File: src/shared/level_loop_pkg.sv
// level loop package: register map, field layouts, reset values, step timing
// assumes a single 100 MHz sys_clk shared by every file that imports it
package level_loop_pkg;

  // ----------------------------------------
  // clock and widths
  // ----------------------------------------
  localparam int CLK_MHZ = 100;       // sys_clk rate
  localparam int NS_PER_US = 1000;    // unit scaling for time constants
  localparam int ADDR_W = 7;          // register index width
  localparam int REG_W = 9;           // register data width
  localparam int GAIN_W = 6;          // amplifier gain code, 0.75 dB per code
  localparam int SAMPLE_W = 16;       // converter sample width
  localparam int CNT_W = 32;          // step timer width

  // ----------------------------------------
  // register indices
  // ----------------------------------------
  localparam logic [ADDR_W-1:0] OFS_ENABLE_LIMITS = 7'h20;
  localparam logic [ADDR_W-1:0] OFS_TARGET_HOLD = 7'h21;
  localparam logic [ADDR_W-1:0] OFS_MODE_RATES = 7'h22;
  localparam logic [ADDR_W-1:0] OFS_ZERO_CROSS = 7'h2A;

  // ----------------------------------------
  // register layouts, msb first
  // ----------------------------------------
  typedef struct packed {
    logic level_loop_enable;          // bit 8
    logic [1:0] rsvd;                 // reads zero
    logic [2:0] gain_ceiling;         // bits 5:3
    logic [2:0] gain_floor;           // bits 2:0
  } limits_s;
  typedef struct packed {
    logic rsvd;                       // reads zero
    logic [3:0] hold_delay;           // bits 7:4
    logic [3:0] target_level;         // bits 3:0
  } target_s;
  typedef struct packed {
    logic limiter_mode_select;        // bit 8
    logic [3:0] gain_rise_rate;       // bits 7:4
    logic [3:0] gain_fall_rate;       // bits 3:0
  } rates_s;
  typedef struct packed {
    logic wr;                         // one-cycle write strobe
    logic [ADDR_W-1:0] addr;          // register index
    logic [REG_W-1:0] data;           // write data
  } reg_wr_s;
  typedef struct packed {
    logic valid;                      // one-cycle sample strobe
    logic signed [SAMPLE_W-1:0] data; // two's complement sample
  } sample_s;

  // ----------------------------------------
  // reset values
  // ----------------------------------------
  localparam limits_s LIMITS_RST = '{1'b0, 2'h0, 3'h7, 3'h0};
  localparam target_s TARGET_RST = '{1'b0, 4'h0, 4'hB};
  localparam rates_s RATES_RST = '{1'b0, 4'h3, 4'h2};
  localparam logic ZC_RST = 1'b0;
  localparam logic [GAIN_W-1:0] GAIN_RST = 6'h10;   // 0 dB
  localparam logic [2:0] CEIL_FRAC = 3'h7;          // ceiling sits 7 codes up
  localparam logic [2:0] FLOOR_FRAC = 3'h0;
  localparam logic [3:0] RATE_SAT = 4'hA;           // codes above saturate
  localparam logic [3:0] HOLD_SAT = 4'hA;

  // ----------------------------------------
  // step and hold times, ns
  // ----------------------------------------
  localparam int ATK_NORM_NS = 104000;
  localparam int DCY_NORM_NS = 410000;
  localparam int ATK_LIM_NS = 22700;
  localparam int DCY_LIM_NS = 90800;
  localparam int HOLD_NS = 2670000;

  // ----------------------------------------
  // target thresholds, full scale 7FFF
  // ----------------------------------------
  localparam logic [15:0][SAMPLE_W-1:0] TARGET_TBL = '{
    16'h6BB2, 16'h6BB2, 16'h5A9D, 16'h4C3F, 16'h4027, 16'h35FA, 16'h2D6B, 16'h2637,
    16'h2027, 16'h1B0E, 16'h16C3, 16'h1327, 16'h101D, 16'h0D8F, 16'h0B68, 16'h0999};

  // loop state
  typedef enum logic [1:0] {
    LOOP_OFF = 2'b00,
    LOOP_TRACK = 2'b01,
    LOOP_LIMIT = 2'b10
  } loop_e;

  // clip a rate or hold code to its saturation point
  function automatic logic [3:0] sat_code(input logic [3:0] code, input logic [3:0] lim);
    sat_code = (code > lim) ? lim : code;
  endfunction : sat_code

endpackage : level_loop_pkg

File: src/design/level_loop.sv
// level loop: automatic input amplifier gain control with limiter mode
// assumes samples and register writes come from logic on sys_clk
`timescale 1ns/100ps
`default_nettype none
module level_loop #(
  parameter int unsigned ATK_NORM_CYC = level_loop_pkg::ATK_NORM_NS
    * level_loop_pkg::CLK_MHZ / level_loop_pkg::NS_PER_US,
  parameter int unsigned DCY_NORM_CYC = level_loop_pkg::DCY_NORM_NS
    * level_loop_pkg::CLK_MHZ / level_loop_pkg::NS_PER_US,
  parameter int unsigned ATK_LIM_CYC = level_loop_pkg::ATK_LIM_NS
    * level_loop_pkg::CLK_MHZ / level_loop_pkg::NS_PER_US,
  parameter int unsigned DCY_LIM_CYC = level_loop_pkg::DCY_LIM_NS
    * level_loop_pkg::CLK_MHZ / level_loop_pkg::NS_PER_US,
  parameter int unsigned HOLD_CYC = level_loop_pkg::HOLD_NS
    * level_loop_pkg::CLK_MHZ / level_loop_pkg::NS_PER_US
) (
  input wire logic sys_clk,
  input wire logic arst_n,
  input wire level_loop_pkg::reg_wr_s reg_wr,
  input wire logic [level_loop_pkg::ADDR_W-1:0] rd_addr,
  output logic [level_loop_pkg::REG_W-1:0] reg_rdata,
  input wire level_loop_pkg::sample_s sample,
  input wire logic manual_gain_load,
  input wire logic [level_loop_pkg::GAIN_W-1:0] manual_input_gain,
  output logic [level_loop_pkg::GAIN_W-1:0] amp_gain,
  output logic gain_step,
  output logic loop_active
);
  import level_loop_pkg::*;

  // ----------------------------------------
  // declarations
  // ----------------------------------------
  limits_s cfg_limits;               // enable and gain limits
  target_s cfg_target;               // target level and hold
  rates_s cfg_rates;                 // mode and step rates
  logic zero_cross_gate;             // wait for zero crossing
  loop_e state;                      // loop state
  loop_e next_state;
  logic [GAIN_W-1:0] start_gain;     // limiter rise cap
  logic [SAMPLE_W-1:0] abs_now;      // magnitude of current sample
  logic [SAMPLE_W-1:0] peak;         // running peak since last step
  logic over;                        // peak above target
  logic step_tick;                   // one step interval done
  logic hold_tick;                   // hold interval done
  logic hold_ok;                     // increases allowed
  logic last_sign;                   // sign of previous sample
  logic zc_seen;                     // crossing on this sample
  logic pend_up;                     // step waiting to apply
  logic pend_dn;
  logic apply;                       // apply pending step now
  logic want_up;
  logic want_dn;
  logic [GAIN_W-1:0] floor_code;
  logic [GAIN_W-1:0] ceil_code;
  logic [GAIN_W-1:0] up_lim;         // highest gain a rise may reach
  logic [CNT_W-1:0] step_period;
  logic [CNT_W-1:0] hold_period;
  logic [3:0] hold_shift;

  // ----------------------------------------
  // register writes
  // ----------------------------------------
  // reserved bits are forced to zero so they read back as zero
  always_ff @(posedge sys_clk or negedge arst_n) begin
    if (!arst_n) begin
      cfg_limits <= LIMITS_RST;
      cfg_target <= TARGET_RST;
      cfg_rates <= RATES_RST;
      zero_cross_gate <= ZC_RST;
    end else if (reg_wr.wr) begin
      unique case (reg_wr.addr)
        OFS_ENABLE_LIMITS: begin
          cfg_limits <= limits_s'(reg_wr.data);
          cfg_limits.rsvd <= '0;
        end
        OFS_TARGET_HOLD: begin
          cfg_target <= target_s'(reg_wr.data);
          cfg_target.rsvd <= 1'b0;
        end
        OFS_MODE_RATES: cfg_rates <= rates_s'(reg_wr.data);
        OFS_ZERO_CROSS: zero_cross_gate <= reg_wr.data[1];
        default: ; // unmapped writes are dropped
      endcase
    end
  end

  // ----------------------------------------
  // register reads, registered
  // ----------------------------------------
  always_ff @(posedge sys_clk or negedge arst_n) begin
    if (!arst_n) begin
      reg_rdata <= '0;
    end else begin
      unique case (rd_addr)
        OFS_ENABLE_LIMITS: reg_rdata <= cfg_limits;
        OFS_TARGET_HOLD: reg_rdata <= cfg_target;
        OFS_MODE_RATES: reg_rdata <= cfg_rates;
        OFS_ZERO_CROSS: reg_rdata <= {7'h00, zero_cross_gate, 1'b0};
        default: reg_rdata <= '0; // unmapped reads zero
      endcase
    end
  end

  // ----------------------------------------
  // loop state
  // ----------------------------------------
  always_comb begin
    if (!cfg_limits.level_loop_enable) begin
      next_state = LOOP_OFF;
    end else if (cfg_rates.limiter_mode_select) begin
      next_state = LOOP_LIMIT;
    end else begin
      next_state = LOOP_TRACK;
    end
  end

  always_ff @(posedge sys_clk or negedge arst_n) begin
    if (!arst_n) begin
      state <= LOOP_OFF;
      loop_active <= 1'b0;
    end else begin
      state <= next_state;
      loop_active <= (next_state != LOOP_OFF);
    end
  end

  // starting gain caught on limiter entry, from off or from tracking
  always_ff @(posedge sys_clk or negedge arst_n) begin
    if (!arst_n) begin
      start_gain <= GAIN_RST;
    end else if (next_state == LOOP_LIMIT && state != LOOP_LIMIT) begin
      start_gain <= amp_gain;
    end
  end

  // ----------------------------------------
  // peak detector
  // ----------------------------------------
  // -32768 maps to 8000, which still fits the unsigned magnitude
  assign abs_now = sample.data[SAMPLE_W-1] ? SAMPLE_W'(-sample.data) : sample.data;
  assign over = peak > TARGET_TBL[cfg_target.target_level];

  // peak restarts each step so a decision reflects only that interval
  always_ff @(posedge sys_clk or negedge arst_n) begin
    if (!arst_n) begin
      peak <= '0;
    end else if (step_tick || state == LOOP_OFF) begin
      peak <= sample.valid ? abs_now : '0;
    end else if (sample.valid && abs_now > peak) begin
      peak <= abs_now;
    end
  end

  // ----------------------------------------
  // step and hold timing
  // ----------------------------------------
  always_comb begin
    if (over) begin
      step_period = CNT_W'(cfg_rates.limiter_mode_select ? ATK_LIM_CYC : ATK_NORM_CYC)
        << sat_code(cfg_rates.gain_fall_rate, RATE_SAT);
    end else begin
      step_period = CNT_W'(cfg_rates.limiter_mode_select ? DCY_LIM_CYC : DCY_NORM_CYC)
        << sat_code(cfg_rates.gain_rise_rate, RATE_SAT);
    end
  end

  // code 1 is one base hold, each code above doubles it up to code 10
  assign hold_shift = sat_code(cfg_target.hold_delay, HOLD_SAT) - 4'h1;
  assign hold_period = CNT_W'(HOLD_CYC) << hold_shift;

  step_timer #(.CNT_W(CNT_W)) u_step_timer (
    .sys_clk(sys_clk),
    .arst_n(arst_n),
    .restart(state == LOOP_OFF),
    .period(step_period),
    .tick(step_tick)
  );

  step_timer #(.CNT_W(CNT_W)) u_hold_timer (
    .sys_clk(sys_clk),
    .arst_n(arst_n),
    .restart(state == LOOP_OFF || over || hold_ok),
    .period(hold_period),
    .tick(hold_tick)
  );

  // hold restarts whenever the signal goes over target
  always_ff @(posedge sys_clk or negedge arst_n) begin
    if (!arst_n) begin
      hold_ok <= 1'b0;
    end else if (state == LOOP_OFF || over) begin
      hold_ok <= 1'b0;
    end else if (cfg_target.hold_delay == 4'h0 || hold_tick) begin
      hold_ok <= 1'b1;
    end
  end

  // ----------------------------------------
  // step decision
  // ----------------------------------------
  assign floor_code = {cfg_limits.gain_floor, FLOOR_FRAC};
  assign ceil_code = {cfg_limits.gain_ceiling, CEIL_FRAC};
  assign up_lim = (state == LOOP_LIMIT && start_gain < ceil_code) ? start_gain : ceil_code;
  assign want_dn = amp_gain > ceil_code || (over && amp_gain > floor_code);
  assign want_up = !want_dn
    && (amp_gain < floor_code || (!over && hold_ok && amp_gain < up_lim));

  // ----------------------------------------
  // zero cross gate
  // ----------------------------------------
  always_ff @(posedge sys_clk or negedge arst_n) begin
    if (!arst_n) begin
      last_sign <= 1'b0;
    end else if (sample.valid) begin
      last_sign <= sample.data[SAMPLE_W-1];
    end
  end

  assign zc_seen = sample.valid && (sample.data[SAMPLE_W-1] != last_sign);
  assign apply = (pend_up || pend_dn) && (!zero_cross_gate || zc_seen);

  // a later decision replaces one still waiting for its crossing
  always_ff @(posedge sys_clk or negedge arst_n) begin
    if (!arst_n) begin
      pend_up <= 1'b0;
      pend_dn <= 1'b0;
    end else if (state == LOOP_OFF) begin
      pend_up <= 1'b0;
      pend_dn <= 1'b0;
    end else if (step_tick) begin
      pend_up <= want_up;
      pend_dn <= want_dn;
    end else if (apply) begin
      pend_up <= 1'b0;
      pend_dn <= 1'b0;
    end
  end

  // ----------------------------------------
  // amplifier gain
  // ----------------------------------------
  // limits are not applied to manual loads while the loop is off
  always_ff @(posedge sys_clk or negedge arst_n) begin
    if (!arst_n) begin
      amp_gain <= GAIN_RST;
      gain_step <= 1'b0;
    end else if (state == LOOP_OFF) begin
      gain_step <= 1'b0;
      if (manual_gain_load) begin
        amp_gain <= manual_input_gain;
      end
    end else begin
      gain_step <= apply;
      if (apply && pend_up) begin
        amp_gain <= amp_gain + GAIN_W'(1);
      end else if (apply) begin
        amp_gain <= amp_gain - GAIN_W'(1);
      end
    end
  end
endmodule : level_loop
`default_nettype wire

File: src/design/step_timer.sv
// step timer: free count that pulses once per programmed period
// assumes period is at least one and restart is synchronous to sys_clk
`timescale 1ns/100ps
`default_nettype none
module step_timer #(
  parameter int CNT_W = 32
) (
  input wire logic sys_clk,
  input wire logic arst_n,
  input wire logic restart,
  input wire logic [CNT_W-1:0] period,
  output logic tick
);

  logic [CNT_W-1:0] count; // cycles since last tick

  // ----------------------------------------
  // counter and tick
  // ----------------------------------------
  // compare with >= so a period shortened mid-count ends promptly
  always_ff @(posedge sys_clk or negedge arst_n) begin
    if (!arst_n) begin
      count <= '0;
      tick <= 1'b0;
    end else if (restart) begin
      count <= '0;
      tick <= 1'b0;
    end else if (count >= period - CNT_W'(1)) begin
      count <= '0;
      tick <= 1'b1;
    end else begin
      count <= count + CNT_W'(1);
      tick <= 1'b0;
    end
  end

endmodule : step_timer
`default_nettype wire

File: config.mk
export PLATFORM = sky130hd
export DESIGN_NAME = level_loop
export DESIGN_NICKNAME = d
export VERILOG_FILES = /design/src/shared/level_loop_pkg.sv /design/src/design/level_loop.sv /design/src/design/step_timer.sv
export SDC_FILE = /design/constraint.sdc
export NUM_CORES = 1
export LEC_CHECK = 0
export BUFFER_PORTS_ARGS = -buffer_cell sky130_fd_sc_hd__buf_2
export CELL_PAD_IN_SITES_DETAIL_PLACEMENT = 0
export CELL_PAD_IN_SITES_GLOBAL_PLACEMENT = 1
export CORE_UTILIZATION = 43
export DETAILED_ROUTE_END_ITERATION = 7
export GPL_TIMING_DRIVEN = 0
export PLACE_DENSITY = 0.88
export SLEW_MARGIN = 20
export SYNTH_ARGS = -nofsm -noshare
export SYNTH_HDL_FRONTEND = slang
export SYNTH_SLANG_ARGS = --single-unit
File: constraint.sdc
create_clock -name sys_clk -period 5.9 [get_ports sys_clk]
set_input_delay 0.59 -clock sys_clk [delete_from_list [all_inputs] [get_ports sys_clk]]
set_output_delay 0.59 -clock sys_clk [all_outputs]
set_load 0.005 [all_outputs]
; ---- Yosys cells after proc, flatten, opt, wreduce, memory -nomap -nowiden
; Memories as Yosys holds them, arrays and structs flattened.
; Index checks and enable logic that the tools add are counted.
[classes]
n_addsub = 8
n_lt_le_gt_ge = 13
eq_ne = 13
n_shift = 3
muxes = 35
n_reduce_logical = 33
[ops]
columns = cell, n
row1 = $mux W32, 5
row2 = $mux W16, 6
row3 = $add A32 B1 Y32 const B, 2
row4 = $ge A32 B32 Y1, 2
row5 = $sub A32 B1 Y32 const B, 2
row6 = $eq A7 B6 Y1 const B, 8
row7 = $pmux W9 S4, 1
row8 = $gt A16 B16 Y1, 2
row9 = $shl A14 B4 Y32, 1
row10 = $shl A16 B4 Y32, 1
row11 = $shl A19 B4 Y32 const A, 1
row12 = $mux W6, 5
row13 = $lt A6 B6 Y1, 3
row14 = $neg A16 Y16, 1
row15 = $mux W14, 1
row16 = $gt A4 B4 Y1 const B, 3
row17 = $gt A6 B6 Y1, 2
row18 = $mux W1, 12
row19 = $mux W4, 3
row20 = $logic_and A1 B1 Y1, 10
row21 = $reduce_and A2 Y1, 5
row22 = $logic_or A1 B1 Y1, 8
row23 = $add A6 B1 Y6 const B, 1
row24 = $reduce_bool A2 Y1, 3
row25 = other kinds (11), 17
[word_totals]
ff_bits = 136
mem_bits_ro = 256
input_bits = 50
output_inout_bits = 17
word_cells = 130
mem_count = 1
[mem_list]
columns = name, words, word_bits, read_ports, rd_clocked_by_memory_dff, write_ports, line
row1 = (name not given), 16, 16, 1, 0, 0, level_loop.sv:142  ; assign over = peak > TARGET_TBL[cfg_target.target_level];

; ---- Logic depth before layout (Yosys ltp)
[depth]
ltp_word = 10
mapped_depth = 29

; ---- By module
; A second synthesis with hierarchy kept.
[unflattened]
cells_unflattened = 1430
hier_area_um2 = 12261.8
[by_module_without_submodules]
columns = module, instances, cells_each, area_each_um2, seq_area_each_um2
row1 = level_loop, 1, 794, 6759.0, 1765.4
row2 = step_timer, 2, 318, 2751.4, 825.8

; ---- Worst setup path after synthesis
; OpenSTA, ideal clock, no wires.
[synth_path]
path_kind = register to register
startpoint = register cfg_target[7] in the netlist's numbering
endpoint = register u_hold_timer.count[25]
setup_time_ns = 0.069
arrival_time_ns = 5.424
setup_slack_ns = 0.407
path_stages_with_launch = 27
period_less_slack_ns = 5.493
path_cell_list = dfrtp_1 -> clkbuf_1 -> o21ai_0 -> nand2_1 -> ha_1 -> clkbuf_1 -> inv_1 -> ha_1 -> clkbuf_1 -> buf_1 -> buf_1 -> nand3b_1 -> ha_1 -> clkbuf_1 -> xor2_1 -> ha_1 -> a21o_1 -> a21o_1 -> a211o_1 -> a21o_1 -> a21o_1 -> a21oi_1 -> o31ai_1 -> or3_1 -> buf_6 -> buf_12 -> nor2_4
[synth_via]
elab_chain_cells = 8
[synth_rtl]
columns = item, line
row1 = "start, declared", level_loop.sv:35  ; target_s cfg_target;
row2 = "start signal, assigned", level_loop.sv:78  ; cfg_target <= target_s'(reg_wr.data);
row3 = $gt A4 B4 Y1, level_loop_pkg.sv:91  ; sat_code = (code > lim) ? lim : code;
row4 = $mux W4 (*), level_loop_pkg.sv:91
row5 = $sub A4 B1 Y4 (*), level_loop.sv:169  ; assign hold_shift = sat_code(cfg_target.hold_delay, HOLD_SAT) - 4'h1;
row6 = $shl A19 B4 Y32 (*), level_loop.sv:170  ; assign hold_period = CNT_W'(HOLD_CYC) << hold_shift;
row7 = $sub A32 B1 Y32 (*), step_timer.sv:28  ; end else if (count >= period - CNT_W'(1)) begin
row8 = $ge A32 B32 Y1 (*), step_timer.sv:28
row9 = $mux W32 (*), step_timer.sv:28
row10 = $mux W32 (*), step_timer.sv:25  ; end else if (restart) begin
row11 = "end signal, assigned", step_timer.sv:32  ; count <= count + CNT_W'(1);
row12 = "end, declared", step_timer.sv:15  ; logic [CNT_W-1:0] count;
; Every way passes the cells marked *; elsewhere a longest branch is shown, timed or not.
; A chain may end at the register's enable or synchronous reset.

; ---- Worst setup path in the final report
[layout_path]
startpoint = register cfg_target[0] in the netlist's numbering
endpoint = register u_step_timer.count[19]
[layout_via]
elab_chain_cells = 8
[layout_rtl]
columns = item, line
row1 = $mem_v2 Z16 W16, -
row2 = $mux W16 (not written as such), level_loop.sv:142
row3 = $gt A16 B16 Y1, level_loop.sv:142
row4 = $mux W32, level_loop.sv:159  ; if (over) begin
row5 = $sub A32 B1 Y32, step_timer.sv:28
row6 = $ge A32 B32 Y1, step_timer.sv:28
row7 = $mux W32, step_timer.sv:28
row8 = $mux W32, step_timer.sv:25
row9 = "end signal, assigned", step_timer.sv:32
row10 = "end, declared", step_timer.sv:15
; No other way between the ends. The select of a mux whose other input is x is not followed.

==> results.json <==
{
  "power_density_mw_per_mm2": 261,
  "htree_levels": 4,
  "layout.nets": 1639,
  "clock_path_buffers": 2,
  "crit_path_top_delay_cell": "dfstp_2",
  "crit_required_ns": 6.25,
  "hpwlAfterDp_um": 23200,
  "routed_wl_um": 30600,
  "tns_ns": 0,
  "setup_violations": 0,
  "fp.dieW_um": 166,
  "synthTopCellsByArea": "dfrtp_1 27%, ha_1 14%, nor2_1 5.2%",
  "start_kind": "flip-flop",
  "final_antenna_net_count": 0,
  "cts_tree": "built",
  "cpPeakStageDelay_ns": 0.61,
  "synthCells": 1360,
  "final.setup.worst_slack_ns": 0.277,
  "vias_per_cell": 5.65,
  "num_vias": 10200,
  "track_usage_pct": 22.6,
  "status": "finished clean",
  "place_ws_ns": -1.54,
  "synth_edf_count": 0,
  "period_share_pct": 95.3,
  "area_growth_pct": 15.0,
  "initial_core_util_pct": 44.1,
  "end_kind": "flip-flop",
  "hold_path_class": "input port to async pin",
  "synth_area_mm2": 0.0115,
  "skew_ns": 0.0134,
  "drt_iter0_markers": 762,
  "final_cell_mix": "158 x nor2_1, 127 x ha_1, 122 x dfrtp_1, 118 x nand2_1, 88 x o21ai_0",
  "numClockSinks": 136,
  "root_buffer": "clkbuf_16",
  "syn_area_per_cell_um2": 8.49,
  "path_class": "flip-flop to flip-flop",
  "crit_start": "cfg_target[0]$_DFFE_PN1P_",
  "synth_top_cell_area_share_pct": 27.1,
  "fp.dieArea_mm2": 0.0275,
  "drc_errors": 0,
  "clk_pin_slew_worst_paths_ns": 0.07,
  "worstReg2RegStart": "cfg_target[0]$_DFFE_PN1P_",
  "power_frac_comb_pct": 37.0,
  "drive_gt1_share_pct": 14.7,
  "fin_cells": 1807,
  "dieHeight_um": 166,
  "cts_made_buffers": 17,
  "antenna_found_initial": 3,
  "crit_path_end": "u_step_timer.count[19]$_DFF_PN0_",
  "drt-pass1-iter-count": 5,
  "ys_types": 83,
  "reg2reg_slack_ns": 0.28,
  "rows": 59,
  "boundaryPins": 67,
  "rr_worst_depth": 26,
  "hold_slack_ns": 0.0487,
  "relSlewSlack_pct": 38.1,
  "core_area_mm2": 0.0262,
  "io_buffers": 62,
  "wl_per_cell_um": 16.9,
  "timing.rr.end": "u_step_timer.count[19]$_DFF_PN0_",
  "pwr-share-seq_pct": 30.9,
  "min_period_ns": 5.62,
  "p_switching_mw": 1.31,
  "cap_violations": 0,
  "synth_seq_cells": 136,
  "max_freq_mhz": 178,
  "grt_max_degree": 96,
  "ys_seq_area_share_pct": 29.6,
  "final_common_cell": "nor2_1",
  "ys_warn_count": 0,
  "pwr-share-clk_pct": 32.1,
  "place_congestion": 0.924,
  "hold_violations": 0,
  "vdd_drop_max_mv": 0.154,
  "dp.cells": 1763,
  "async_flop_share_pct": 100,
  "grt_overflow": 0,
  "maxSlewViolCount": 0,
  "p_int_mw": 2.16,
  "grt_pass1_wl_um": 50300,
  "clkLatencyLatePin_ns": 0.43,
  "swShare_pct": 37.7,
  "synth_top_flop_cell": "dfrtp_1",
  "yosysTopAreaCell": "dfrtp_1",
  "grt_pass1_vias": 9737,
  "cellLeakagePower_nw": 6.09,
  "crit_fanout": 10,
  "worst_pin_slew_ns": 0.920,
  "crit_arrival_ns": 5.98
}
cell usage after synthesis (22+ instances only):
master / instances
nand3_1: 50
nor3_1: 22
a21o_1: 39
nand2_1: 119
nand4_1: 27
nor2_1: 159
xnor2_1: 48
inv_1: 66
a21oi_1: 79
xor2_1: 49
ha_1: 132
mux2i_1: 37
mux2_2: 24
dfrtp_1: 125
o21ai_0: 91
clkbuf_1: 51
worst max-delay path, delay by kind of cell (launching register included):
family,cells,cell delay (ns)
AOI/OAI and AO/OA,12,2.25
and+or+nand+nor,5,0.59
DFF,1,0.61
xor gates and xnor gates,1,0.19
adders and majority gates,4,1.18
buffers and inverters,4,0.72
worst min path at each step:
stage | startpoint | to | slack (ns) | depth (start not counted)
after detailed placement | u_hold_timer.count[0]$_DFF_PN0_ | u_hold_timer.count[0]$_DFF_PN0_ | 0.47 | 1
after floorplan | arst_n | amp_gain[0]$_DFFE_PN0P_ | 0.29 | 0
after global placement | u_hold_timer.count[0]$_DFF_PN0_ | u_hold_timer.count[0]$_DFF_PN0_ | 0.46 | 1
after global routing | arst_n | u_step_timer.count[28]$_DFF_PN0_ | 0.06 | 1
after CTS | arst_n | u_step_timer.count[13]$_DFF_PN0_ | 0.05 | 1
final | arst_n | u_step_timer.count[28]$_DFF_PN0_ | 0.05 | 1
per-layer routing:
layer,track usage [%],share of wire [%]
met3,4.15,5.6
met1,31.7,49
met2,35.1,44
met4,7.03,2.1
met5,0,0
sequential cells by signal (all words and copies together), names as in the netlist, 2 cells and up:
signal and flops:
amp_gain 6, ceil_code 3, cfg_limits 4, cfg_rates 9, cfg_target 8, peak 16, reg_rdata 9, start_gain 6
state 2, u_hold_timer.count 32, u_step_timer.count 32
logic make-up after synthesis:
family | after synthesis | share of synthesized area (%)
buffers and inverters | 137 | 4.93
AO/OA/AOI/OAI | 316 | 17.2
flip-flops | 136 | 29.6
multiplexers | 64 | 6.13
AND/OR/NAND/NOR | 476 | 20.2
adder cells (fa/ha/maj) | 133 | 14.5
XOR/XNOR | 97 | 7.36
other | 1 | 0.0325
power by group through the flow:
| stage | logic (mW) | clock network [mW] | registers (mW) |
|---|---|---|---|
| floorplan | 0.883 | 0 | 1.06 |
| global placement | 1.18 | 0 | 1.08 |
| CTS | 1.23 | 1.13 | 1.07 |
| global route | 1.43 | 1.17 | 1.08 |
| detailed placement | 1.20 | 0 | 1.08 |
| finish | 1.28 | 1.11 | 1.07 |
through the flow:
| stage | power, mW | area [um2] | utilization, % |
|---|---|---|---|
| after floorplan | 1.94 | 11600 | - |
| after global placement | 2.26 | 12300 | 46.9 |
| after detailed placement | 2.28 | 12300 | 47.1 |
| after CTS | 3.43 | 13100 | 49.9 |
| after global routing | 3.68 | 13300 | 50.6 |
| final | 3.47 | 13300 | 50.7 |
layout make-up:
type,count,area (um2)
tap,335,419
antenna,3,7.51
fill,2468,12900
clock buffer,19,443
sequential,136,3420
multi-input combinational,1092,7730
timing repair buffer,77,488
buffer,65,357
inverter,67,255
clock inverter,13,159
what timing repair did:
item / in CTS / in global routing
buffers inserted: 7 / 5
resized for setup: 28 / 37
hold buffers: 0 / 0
pin swaps: 3 / 9
endpoints found under the setup margin: 66 / 65
gates cloned: 0 / 2
Power figures use the tool's default switching activity.
